**src/rtl/accdp_pkg.sv**
```systemverilog
package accdp_pkg;
  localparam int ACC_W = 32;
  localparam int WORD_W = 16;
  localparam int DADDR_W = 8;
  localparam int AR_W = 16;
  localparam int NUM_AR = 2;
  localparam int STACK_DEPTH = 4;
  localparam logic [31:0] ACC_MAX_POS = 32'h7fffffff;
  localparam logic [31:0] ACC_MAX_NEG = 32'h80000000;
  localparam logic [31:0] ACC_RESET = 32'h00000000;
  localparam logic [15:0] AR_RESET = 16'h0000;
  localparam int STATUS_W = 16;
  localparam int ST_SAT_POS = 10;
  localparam int ST_OVF_POS = 15;
  localparam int ST_ARP_POS = 8;
  localparam int PROG_COPY_CYCLES = 3;
  localparam logic [1:0] PROG_COPY_LAST = 2'(PROG_COPY_CYCLES - 1);
  typedef enum logic [4:0] {
    ACCDP_NOP, ACCDP_ADD, ACCDP_SUB, ACCDP_LOAD_SHIFTED, ACCDP_ZERO_LOAD_HIGH,
    ACCDP_ZERO_LOAD_LOW, ACCDP_CLEAR_ACC, ACCDP_MAGNITUDE, ACCDP_AND, ACCDP_OR,
    ACCDP_XOR, ACCDP_STORE_HIGH, ACCDP_STORE_LOW, ACCDP_PUSH, ACCDP_POP,
    ACCDP_SAT_ON, ACCDP_SAT_OFF, ACCDP_STATUS_RELOAD, ACCDP_BR_RANGE,
    ACCDP_BR_ZERO, ACCDP_LOOP_BR, ACCDP_P2D_COPY, ACCDP_D2P_COPY,
    ACCDP_PORT_IN, ACCDP_PORT_OUT, ACCDP_AUX_LOAD_IMM, ACCDP_AUX_PTR_SEL
  } accdp_op_t;
  typedef enum logic [1:0] {ACCDP_IDLE, ACCDP_COPY} accdp_state_t;
endpackage : accdp_pkg

```
**src/rtl/accdp_core.sv**
```systemverilog
// Behaviour
// - saturation on: overflow replaces accumulator with largest positive or negative
// - saturate enable set by saturate_on, cleared by saturate_off, written by reload
// - range flag is not carry, sets on overflow, stays until cleared
// - branch testing range flag clears it, taken or not
// - branch_on_range_exceed jumps to target when range flag set
// - saturation covers every arithmetic ALU operation on the accumulator
// - zero-load high, zero-load low and shifted load clear accumulator first
// - clear_accumulator sets every accumulator bit to zero
// - magnitude_op replaces accumulator with its absolute value
// - store high and store low write accumulator halves to data memory
// - push saves accumulator onto hardware stack
// - pop restores accumulator from top of hardware stack
// - program-to-data copy reads program word at accumulator into data memory
// - data-to-program copy writes data word to program memory at accumulator
// - port in/out moves one word between data memory and selected port
// - loop branch jumps while current aux nonzero, decrements it, N+1 passes
// - post-increment uses current aux as address, increments, may switch pointer
// - and/or/xor combine with data word; shifted load shifts left by count
// - branch_if_zero jumps when accumulator equals zero
// - program-to-data copy takes three instruction cycles
`timescale 1ns/100ps
`default_nettype none
module accdp_core
  import accdp_pkg::*;
(
  input wire logic ref_clk_i,
  input wire logic reset_n_i,
  input wire logic op_valid_i,
  input wire accdp_op_t op_i,
  input wire logic [WORD_W-1:0] dmem_rdata_i,
  input wire logic [3:0] shift_i,
  input wire logic [DADDR_W-1:0] direct_addr_i,
  input wire logic indirect_i,
  input wire logic post_inc_i,
  input wire logic new_ptr_valid_i,
  input wire logic new_ptr_i,
  input wire logic [AR_W-1:0] imm_i,
  input wire logic [STATUS_W-1:0] status_wdata_i,
  input wire logic [2:0] port_sel_i,
  input wire logic [WORD_W-1:0] port_rdata_i,
  input wire logic [WORD_W-1:0] pmem_rdata_i,
  output logic busy_o,
  output logic [DADDR_W-1:0] dmem_addr_o,
  output logic dmem_we_o,
  output logic [WORD_W-1:0] dmem_wdata_o,
  output logic [WORD_W-1:0] pmem_addr_o,
  output logic pmem_re_o,
  output logic pmem_we_o,
  output logic [WORD_W-1:0] pmem_wdata_o,
  output logic [2:0] port_addr_o,
  output logic port_re_o,
  output logic port_we_o,
  output logic [WORD_W-1:0] port_wdata_o,
  output logic branch_taken_o,
  output logic [ACC_W-1:0] acc_o,
  output logic saturate_enable_bit_o,
  output logic range_exceed_flag_o,
  output logic aux_ptr_o
);
  logic [ACC_W-1:0] acc_q, acc_d;
  logic sat_q, sat_d, ovf_q, ovf_d, arp_q, arp_d;
  logic [AR_W-1:0] ar_q [NUM_AR];
  logic [ACC_W-1:0] stk_q [STACK_DEPTH];
  accdp_state_t state_q, state_d;
  logic [1:0] cnt_q, cnt_d;
  logic [DADDR_W-1:0] cp_addr_q;
  logic [WORD_W-1:0] cp_data_q;
  logic [WORD_W-1:0] dwr_q, pwd_q, powd_q;
  logic [DADDR_W-1:0] da_q;
  logic dwe_q, pre_q, pwe_q, pre2_q, pwe2_q, br_q;
  logic [WORD_W-1:0] pa_q;
  logic [2:0] pta_q;

  wire go = op_valid_i && state_q == ACCDP_IDLE;
  wire [AR_W-1:0] cur_ar = ar_q[arp_q];
  wire [DADDR_W-1:0] eff_addr = indirect_i ? cur_ar[DADDR_W-1:0] : direct_addr_i;
  wire [ACC_W-1:0] sdat = ACC_W'({{16{dmem_rdata_i[15]}}, dmem_rdata_i}) << shift_i;
  wire is_sub = op_i == ACCDP_SUB;
  wire [ACC_W-1:0] addend = is_sub ? ~sdat : sdat;
  wire [ACC_W-1:0] sum = acc_q + addend + {31'h0, is_sub};
  wire arith_ovf = (acc_q[31] == addend[31]) && (sum[31] != acc_q[31]);
  wire [ACC_W-1:0] neg = ACC_W'(0) - acc_q;
  wire abs_ovf = acc_q == ACC_MAX_NEG;
  wire is_arith = op_i == ACCDP_ADD || is_sub;
  wire ovf_evt = go && ((is_arith && arith_ovf) || (op_i == ACCDP_MAGNITUDE && abs_ovf));
  wire [ACC_W-1:0] sat_val = acc_q[31] ? ACC_MAX_NEG : ACC_MAX_POS;
  wire [ACC_W-1:0] sum_sat = (sat_q && arith_ovf) ? sat_val : sum;
  wire [ACC_W-1:0] abs_val = acc_q[31] ? ((sat_q && abs_ovf) ? ACC_MAX_POS : neg) : acc_q;
  wire ar_nz = cur_ar != AR_RESET;

  always_comb begin
    acc_d = acc_q;
    if (go) begin
      case (op_i)
        ACCDP_ADD, ACCDP_SUB: acc_d = sum_sat;
        ACCDP_LOAD_SHIFTED: acc_d = sdat;
        ACCDP_ZERO_LOAD_HIGH: acc_d = {dmem_rdata_i, 16'h0000};
        ACCDP_ZERO_LOAD_LOW: acc_d = {16'h0000, dmem_rdata_i};
        ACCDP_CLEAR_ACC: acc_d = ACC_RESET;
        ACCDP_MAGNITUDE: acc_d = abs_val;
        ACCDP_AND: acc_d = {16'h0000, acc_q[15:0] & dmem_rdata_i};
        ACCDP_OR: acc_d = {acc_q[31:16], acc_q[15:0] | dmem_rdata_i};
        ACCDP_XOR: acc_d = {acc_q[31:16], acc_q[15:0] ^ dmem_rdata_i};
        ACCDP_POP: acc_d = stk_q[0];
        default: acc_d = acc_q;
      endcase
    end
  end

  always_comb begin
    sat_d = sat_q;
    ovf_d = ovf_q;
    arp_d = arp_q;
    if (go) begin
      case (op_i)
        ACCDP_SAT_ON: sat_d = 1'b1;
        ACCDP_SAT_OFF: sat_d = 1'b0;
        ACCDP_STATUS_RELOAD: begin
          sat_d = status_wdata_i[ST_SAT_POS];
          ovf_d = status_wdata_i[ST_OVF_POS];
          arp_d = status_wdata_i[ST_ARP_POS];
        end
        ACCDP_BR_RANGE: ovf_d = 1'b0;
        ACCDP_AUX_PTR_SEL: arp_d = imm_i[0];
        default: ;
      endcase
      if (indirect_i && new_ptr_valid_i) begin
        arp_d = new_ptr_i;
      end
    end
    if (ovf_evt) begin
      ovf_d = 1'b1;
    end
  end

  always_comb begin
    state_d = state_q;
    cnt_d = cnt_q;
    case (state_q)
      ACCDP_IDLE: begin
        if (go && op_i == ACCDP_P2D_COPY) begin
          state_d = ACCDP_COPY;
          cnt_d = 2'd1;
        end
      end
      ACCDP_COPY: begin
        cnt_d = cnt_q + 2'd1;
        if (cnt_q == PROG_COPY_LAST) begin
          state_d = ACCDP_IDLE;
          cnt_d = 2'd0;
        end
      end
      default: state_d = ACCDP_IDLE;
    endcase
  end

  assign busy_o = state_q != ACCDP_IDLE;

  always_ff @(posedge ref_clk_i or negedge reset_n_i) begin
    if (!reset_n_i) begin
      acc_q <= ACC_RESET;
      sat_q <= 1'b0;
      ovf_q <= 1'b0;
      arp_q <= 1'b0;
      state_q <= ACCDP_IDLE;
      cnt_q <= 2'd0;
    end else begin
      acc_q <= acc_d;
      sat_q <= sat_d;
      ovf_q <= ovf_d;
      arp_q <= arp_d;
      state_q <= state_d;
      cnt_q <= cnt_d;
    end
  end

  genvar g;
  generate
    for (g = 0; g < NUM_AR; g++) begin : gen_ar
      always_ff @(posedge ref_clk_i or negedge reset_n_i) begin
        if (!reset_n_i) begin
          ar_q[g] <= AR_RESET;
        end else if (go && op_i == ACCDP_AUX_LOAD_IMM && arp_q == 1'(g)) begin
          ar_q[g] <= imm_i;
        end else if (go && op_i == ACCDP_LOOP_BR && arp_q == 1'(g) && ar_nz) begin
          ar_q[g] <= cur_ar - 16'h0001;
        end else if (go && indirect_i && post_inc_i && arp_q == 1'(g)) begin
          ar_q[g] <= cur_ar + 16'h0001;
        end
      end
    end
    for (g = 0; g < STACK_DEPTH; g++) begin : gen_stk
      always_ff @(posedge ref_clk_i or negedge reset_n_i) begin
        if (!reset_n_i) begin
          stk_q[g] <= ACC_RESET;
        end else if (go && op_i == ACCDP_PUSH) begin
          stk_q[g] <= (g == 0) ? acc_q : stk_q[(g == 0) ? 0 : g-1];
        end else if (go && op_i == ACCDP_POP) begin
          stk_q[g] <= (g == STACK_DEPTH-1) ? stk_q[g] : stk_q[(g == STACK_DEPTH-1) ? g : g+1];
        end
      end
    end
  endgenerate

  always_ff @(posedge ref_clk_i or negedge reset_n_i) begin
    if (!reset_n_i) begin
      cp_addr_q <= '0;
      cp_data_q <= '0;
    end else if (go && op_i == ACCDP_P2D_COPY) begin
      cp_addr_q <= eff_addr;
    end else if (state_q == ACCDP_COPY && cnt_q == 2'd1) begin
      cp_data_q <= pmem_rdata_i;
    end
  end

  wire st_hi = go && op_i == ACCDP_STORE_HIGH;
  wire st_lo = go && op_i == ACCDP_STORE_LOW;
  wire p_in = go && op_i == ACCDP_PORT_IN;
  wire cp_wr = state_q == ACCDP_COPY && cnt_q == PROG_COPY_LAST;
  wire [WORD_W-1:0] dwr_d = st_hi ? acc_q[31:16] : st_lo ? acc_q[15:0] :
                            p_in ? port_rdata_i : cp_data_q;
  wire br_d = go && ((op_i == ACCDP_BR_RANGE && ovf_q) ||
                     (op_i == ACCDP_BR_ZERO && acc_q == ACC_RESET) ||
                     (op_i == ACCDP_LOOP_BR && ar_nz));

  always_ff @(posedge ref_clk_i or negedge reset_n_i) begin
    if (!reset_n_i) begin
      dwe_q <= 1'b0;
      da_q <= '0;
      dwr_q <= '0;
      br_q <= 1'b0;
    end else begin
      dwe_q <= st_hi || st_lo || p_in || cp_wr;
      da_q <= cp_wr ? cp_addr_q : eff_addr;
      dwr_q <= dwr_d;
      br_q <= br_d;
    end
  end

  always_ff @(posedge ref_clk_i or negedge reset_n_i) begin
    if (!reset_n_i) begin
      pa_q <= '0;
      pre_q <= 1'b0;
      pwe_q <= 1'b0;
      pwd_q <= '0;
      pta_q <= '0;
      pre2_q <= 1'b0;
      pwe2_q <= 1'b0;
      powd_q <= '0;
    end else begin
      pa_q <= acc_q[15:0];
      pre_q <= go && op_i == ACCDP_P2D_COPY;
      pwe_q <= go && op_i == ACCDP_D2P_COPY;
      pwd_q <= dmem_rdata_i;
      pta_q <= port_sel_i;
      pre2_q <= p_in;
      pwe2_q <= go && op_i == ACCDP_PORT_OUT;
      powd_q <= dmem_rdata_i;
    end
  end

  assign dmem_addr_o = busy_o ? cp_addr_q : eff_addr;
  assign dmem_we_o = dwe_q;
  assign dmem_wdata_o = dwr_q;
  assign pmem_addr_o = pa_q;
  assign pmem_re_o = pre_q;
  assign pmem_we_o = pwe_q;
  assign pmem_wdata_o = pwd_q;
  assign port_addr_o = pta_q;
  assign port_re_o = pre2_q;
  assign port_we_o = pwe2_q;
  assign port_wdata_o = powd_q;
  assign branch_taken_o = br_q;
  assign acc_o = acc_q;
  assign saturate_enable_bit_o = sat_q;
  assign range_exceed_flag_o = ovf_q;
  assign aux_ptr_o = arp_q;
endmodule : accdp_core
`default_nettype wire

```
**config.mk**
```make
export PLATFORM = sky130hd
export DESIGN_NAME = accdp_core
export DESIGN_NICKNAME = d
export VERILOG_FILES = /design/src/rtl/accdp_pkg.sv /design/src/rtl/accdp_core.sv
export SDC_FILE = /design/constraint.sdc
export NUM_CORES = 1
export LEC_CHECK = 0
export BUFFER_PORTS_ARGS = -buffer_cell sky130_fd_sc_hd__clkbuf_2
export CAP_MARGIN = 10
export CORE_MARGIN = 1
export CORE_UTILIZATION = 40
export DETAILED_ROUTE_END_ITERATION = 6
export PLACE_DENSITY = 0.63
export SLEW_MARGIN = 40
export SYNTH_ARGS = -nofsm -noshare
export SYNTH_HDL_FRONTEND = slang
export SYNTH_SLANG_ARGS = --single-unit
```
**constraint.sdc**
```tcl
create_clock -name ref_clk_i -period 4.01 [get_ports ref_clk_i]
set_clock_uncertainty 0.1 [all_clocks]
set_input_delay 0.401 -clock ref_clk_i [delete_from_list [all_inputs] [get_ports ref_clk_i]]
set_output_delay 0.401 -clock ref_clk_i [all_outputs]
set_load 0.01 [all_outputs]
```
[Word level (Yosys, flattened, before mapping)]
Cells that the tools add are included.
Operators by class
  multiplexer cells: 37
  add/subtract/negate cells: 6
  reductions and logical operators: 65
  $lt $le $gt $ge: 1
  shift operators: 1
  equality and inequality tests: 35
  bitwise operators: 9
Operator list (count)
  32-bit two-way mux: 11
  32-bit case mux with 10 select lines: 1
  16-bit two-way mux: 12
  5-bit equality test (second input constant): 11
  5-bit by 4-bit equality test with 1-bit output (second input constant): 8
  1-bit logical AND: 34
  32-bit by 1-bit adder with 32-bit output: 1
  32-bit adder: 1
  32-bit equality test (second input constant): 1
  32-bit zero test: 1
  32-bit inverter: 1
  32-bit by 4-bit << shifter with 32-bit output: 1
  1-bit by 32-bit subtractor with 32-bit output (first input constant): 1
  5-bit by 3-bit equality test with 1-bit output (second input constant): 4
  16-bit by 1-bit adder with 16-bit output (second input constant): 1
  16-bit bitwise AND: 1
  8-bit two-way mux: 2
  16-bit bitwise OR: 1
  16-bit nonzero test: 1
  16-bit by 1-bit subtractor with 16-bit output (second input constant): 1
  16-bit bitwise XOR: 1
  3-bit nonzero test: 5
  2-bit AND reduction: 6
  5-bit by 2-bit equality test with 1-bit output (second input constant): 2
  25 further kinds: 45
Word-level totals
  bits in registers: 280
  word-level logic and storage cells: 180
  input bits: 107
  output and inout bits: 117

[Depth between registers and ports, before layout]
  depth in word-level cells: 12
  depth in mapped cells: 21
  mapped depth without buffers: 15

[Worst setup path before layout]
OpenSTA, ideal clock, no wires.
  kind: input port to flip-flop
  start: input shift_i[0]
  end: register acc_q[0], in the netlist acc_o[0]
  cell stages on the path: 19
  data required time: 3782 ps
  data arrival time: 4235 ps
  path buffers: 6
  slack: -453 ps
  setup time: 128 ps
  cell sequence: buf_2 buf_2 clkbuf_1 mux2_2 o21ai_0 a21oi_1 xor2_1 ha_1 clkbuf_1 a21oi_1 o211ai_1 o221ai_1 a211oi_2 or2_1 buf_2 o21a_2 buf_4 a31oi_1 o22ai_1
Between the ends
  cells in the longest elaborated chain, start to end: 10
  elaborated cells on any way between the ends: 11
  classes of those cells: add/sub (2); eq/ne (2); shift (1); mux (3); bitwise (1); reduce/logical (2)
Ends and longest elaborated chain
  start: declaration: RTL line accdp_core.sv:32  | input wire logic [3:0] shift_i,
  32-bit by 4-bit << shifter with 32-bit output (*): RTL line accdp_core.sv:78  | wire [ACC_W-1:0] sdat = ACC_W'({{16{dmem_rdata_i[15]}}, dmem_rdata_i}) << shift_i;
  32-bit inverter: RTL line accdp_core.sv:80  | wire [ACC_W-1:0] addend = is_sub ? ~sdat : sdat;
  32-bit two-way mux: RTL line accdp_core.sv:80
  32-bit adder: RTL line accdp_core.sv:81  | wire [ACC_W-1:0] sum = acc_q + addend + {31'h0, is_sub};
  32-bit by 1-bit adder with 32-bit output: RTL line accdp_core.sv:81
  1-bit inequality test: RTL line accdp_core.sv:82  | wire arith_ovf = (acc_q[31] == addend[31]) && (sum[31] != acc_q[31]);
  1-bit logical AND: RTL line accdp_core.sv:82
  1-bit logical AND: RTL line accdp_core.sv:88  | wire [ACC_W-1:0] sum_sat = (sat_q && arith_ovf) ? sat_val : sum;
  32-bit two-way mux: RTL line accdp_core.sv:88
  32-bit case mux with 10 select lines (*): RTL line accdp_core.sv:95  | case (op_i)
  end signal: assignment: RTL line accdp_core.sv:162  | acc_q <= ACC_RESET;
  end signal: assignment: RTL line accdp_core.sv:169  | acc_q <= acc_d;
  end: declaration: RTL line accdp_core.sv:61  | logic [ACC_W-1:0] acc_q, acc_d;
Every way passes the cells marked *; elsewhere a longest branch is shown, timed or not.
A chain may end at the register's enable or synchronous reset.

[Worst setup path in the final report]
  start: input shift_i[1]
  end: register acc_q[11], in the netlist acc_o[11]
Same word-level chain as after synthesis.

==> results.py <==
metrics = {
    "run_status": {
        "outcome": "complete, no violations",
    },
    "detailed_routing": {
        "num_vias": 18309,
        "vias_per_cell": 5.82,
        "wl_per_cell_um": 21.3,
        "drt_pass1_iterations": 7,
        "ant_nets": 0,
        "drc": 0,
        "wl_mm": 67.1,
        "drt-initial-drc-count": 1968,
    },
    "sta": {
        "finalHoldViolations": 0,
        "post-route-period-util_pct": 95.8,
        "setup_viol": 0,
        "slew_headroom_pct": 41.9,
        "period_minus_slack_ns": 3.84,
        "rsz0062_at_grt": "no",
        "drv_slew": 0,
        "finalWorstSetupSlack_ns": 0.168,
        "fmax_mhz": 260,
        "tightest_slew_ns": 0.849,
    },
    "critical_path": {
        "critPathMaxFanout": 19,
        "start_kind": "input pin",
        "crit_slowest_cell": "mux4_2",
        "cp_common_cell": "buf_4",
        "path_class": "in2reg",
        "crit_family": "compound AO/OA/AOI/OAI gates",
        "cp_slowest_stage_delay_ns": 0.58,
        "critPathCaptureType": "register",
        "path_buf_inv": 5,
        "path_cells": "clkbuf_2 > buf_4 > mux2i_1 > nand2_1 > o21ai_1 > inv_1 > mux4_2 > xnor2_1 > ha_1 > nand4_1 > nor3_1 > o221ai_2 > a211oi_2 > buf_4 > or2_1 > o21a_2 > buf_12 > a21oi_1 > a211oi_1",
        "arrival_ns": 4.24,
        "cp.required_ns": 4.41,
    },
    "grt": {
        "track_usage_pct": 28.2,
        "grt_overflow_total": 0,
        "antenna_found_initial": 0,
        "first_global_vias": 17344,
        "grt_max_degree": 129,
        "grt_pass1_wl_mm": 102,
    },
    "yosys": {
        "synth-edff-count": 0,
        "yosysTopAreaCell": "dfrtp_1",
        "synth_top_area_share_pct": 38.1,
        "yosysUniqueCellTypes": 83,
        "yosys_warnings": 0,
        "syn_nets": 2309,
        "synth.cell_area_um2": 18300,
        "avgSynthCellArea_um2": 8.59,
        "yosysMostFrequentCell": "nand2_1",
        "ys_seq_area_share_pct": 38.1,
        "yosys-top-cells-area": "dfrtp_1 (38%), nand2_1 (7.0%), o21ai_0 (5.5%)",
        "ys_seq_elements": 279,
        "synth_common_cells": "nand2_1 (341), dfrtp_1 (279), o21ai_0 (201)",
        "ys_async_sr_fraction_pct": 100,
        "syn-instance-count": 2133,
        "ys.flop_type": "dfrtp_1",
    },
    "clocking": {
        "cts_buffers": 31,
        "cts_root_buf": "clkbuf_16",
        "htree_levels": 1,
        "clock_path_buffers": 3,
        "clkLatencyLatePin_ns": 0.60,
        "cts_setup_buffers": 0,
        "cts.sinks": 279,
        "clkTransAtPathRegs_ns": 0.07,
        "cts_tree": "built",
    },
    "pwr": {
        "peakVddDrop_v": 0.000530,
        "power-per-cell-area_nw_per_um2": 655,
        "p_leak_nw": 10.3,
        "power_w": 0.0152,
    },
    "placed_design": {
        "io_buffers": 210,
        "routabilityCongestion": 0.971,
        "place_ws_ns": -0.454,
        "dp_hpwl_mm": 49.7,
    },
    "die": {
        "coreArea_um2": 45300,
        "ios": 224,
        "initial_core_util_pct": 40.4,
        "die_h_um": 216,
        "die_area_um2": 46600,
        "die_width_um": 216,
        "rows": 78,
    },
    "run": {
        "timing.max_cap.violations": 0,
    },
    "finish": {
        "drive_gt1_share_pct": 24.7,
        "n_fill_cell": 4261,
        "multiInputGateArea_um2": 10500,
        "nets": 2697,
        "register_area_um2": 6980,
        "synthToLayoutAreaGrowth_pct": 26.7,
    },
    "hold_path": {
        "hold_class": "in2reg",
    },
}
[cells by family (layout without fill, tap and decap cells)]
group / after synthesis / after routing / share of synthesized area (%)
AND/OR/NAND/NOR: 688 / 688 / 17.3
buffers and inverters: 223 / 636 / 5.20
XOR/XNOR: 90 / 90 / 4.30
other: 0 / 1 / 0
AO/OA/AOI/OAI: 659 / 659 / 22.3
adder cells (fa/ha/maj): 69 / 69 / 4.75
flip-flops: 279 / 279 / 38.1
multiplexers: 125 / 125 / 8.05
[through the flow]
step	hold slack [ns]	instances	area, µm²	setup TNS, ns	util, %
6_report	0.0169	3147	23200	0	51.2
5_1_grt	0.0136	3146	23200	0	51.2
4_1_cts	0.00730	3145	23100	0	51.0
3_5_place_dp	0.354	3053	21700	-10.59	47.8
3_3_place_gp	0.343	3053	21700	-10.15	47.8
2_1_floorplan	0.00541	2133	18400	-0.00192	-
[metal layers]
metal  vias up  share of wire, %  GRT usage, %
li1       8518                 -             -
met3       136               6.6          3.03
met4         0               3.8          10.2
met5         -                 0             0
met1      8873                44          39.6
met2       782                46          44.8
[sequential cells by signal, summed over array words and instances, names as in the netlist, named ones only]
register	cells
acc_o	31
ar_q	32
aux_ptr_o	1
branch_taken_o	1
cnt_q	2
cp_addr_q	8
cp_data_q	16
dmem_wdata_o	16
dmem_we_o	1
pmem_addr_o	16
pmem_re_o	1
pmem_we_o	1
port_addr_o	3
port_re_o	1
port_wdata_o	16
port_we_o	1
range_exceed_flag_o	1
saturate_enable_bit_o	1
state_q	1
stk_q	128
[worst reg2reg max path: stages, from the launching register on]
cell and delay, ns:
dfrtp_1 0.75, inv_1 0.23, ha_1 0.29, nand2b_1 0.12
nor3_1 0.11, nand4_1 0.34, nand2b_1 0.21, buf_4 0.27
a21oi_1 0.10, a2111oi_0 0.78, nor3_1 0.09
[where the power goes]
group / internal [W] / switching (W) / total [W]
registers: 0.00379 / 0.00107 / 0.00486
logic: 0.00314 / 0.00412 / 0.00726
clock network: 0.00184 / 0.00124 / 0.00308
[final timing paths]
kind	from	endpoint	slack, ns	cells past startpoint
max	shift_i[1]	acc_o[11]	0.17	19
min	imm_i[15]	ar_q[15]	0.02	3
max reg2reg	acc_o[0]	acc_o[16]	0.48	10
min reg2reg	stk_q[14]	stk_q[14]	0.36	2
max in group asynchronous	reset_n_i	cp_data_q[10]	2.87	3
min in group asynchronous	reset_n_i	stk_q[4]	0.18	2
[repair_timing]
action / 4_1_cts / 5_1_grt
endpoints found under the hold margin: 129 / 0
hold buffers: 34 / 0
setup endpoints to repair: 0 / 14
resized for setup: 0 / 13
[cells in the final DEF (no fill, tap or decap), types with 34 or more instances in the layout]
cell type / instances
nand2_1: 341
dfrtp_1: 278
buf_4: 263
clkbuf_2: 208
o21ai_0: 198
nor2_1: 134
a21oi_1: 107
mux2i_1: 83
o22ai_1: 76
ha_1: 68
inv_1: 59
xnor2_1: 56
a31oi_1: 51
nand3_1: 41
nor3_1: 34
dlygate4sd3_1: 34
[cell type report]
| type | instances | share of cell area (%) |
|---|---|---|
| tap | 600 | 3.24 |
| clock buffer | 39 | 3.69 |
| sequential | 279 | 30.1 |
| multi-input combinational | 1631 | 45.4 |
| timing repair buffer | 518 | 15.5 |
| antenna | 1 | 0.0108 |
| inverter | 60 | 0.971 |
| clock inverter | 19 | 1.08 |
Note: power is estimated with default switching activity, not from simulation.
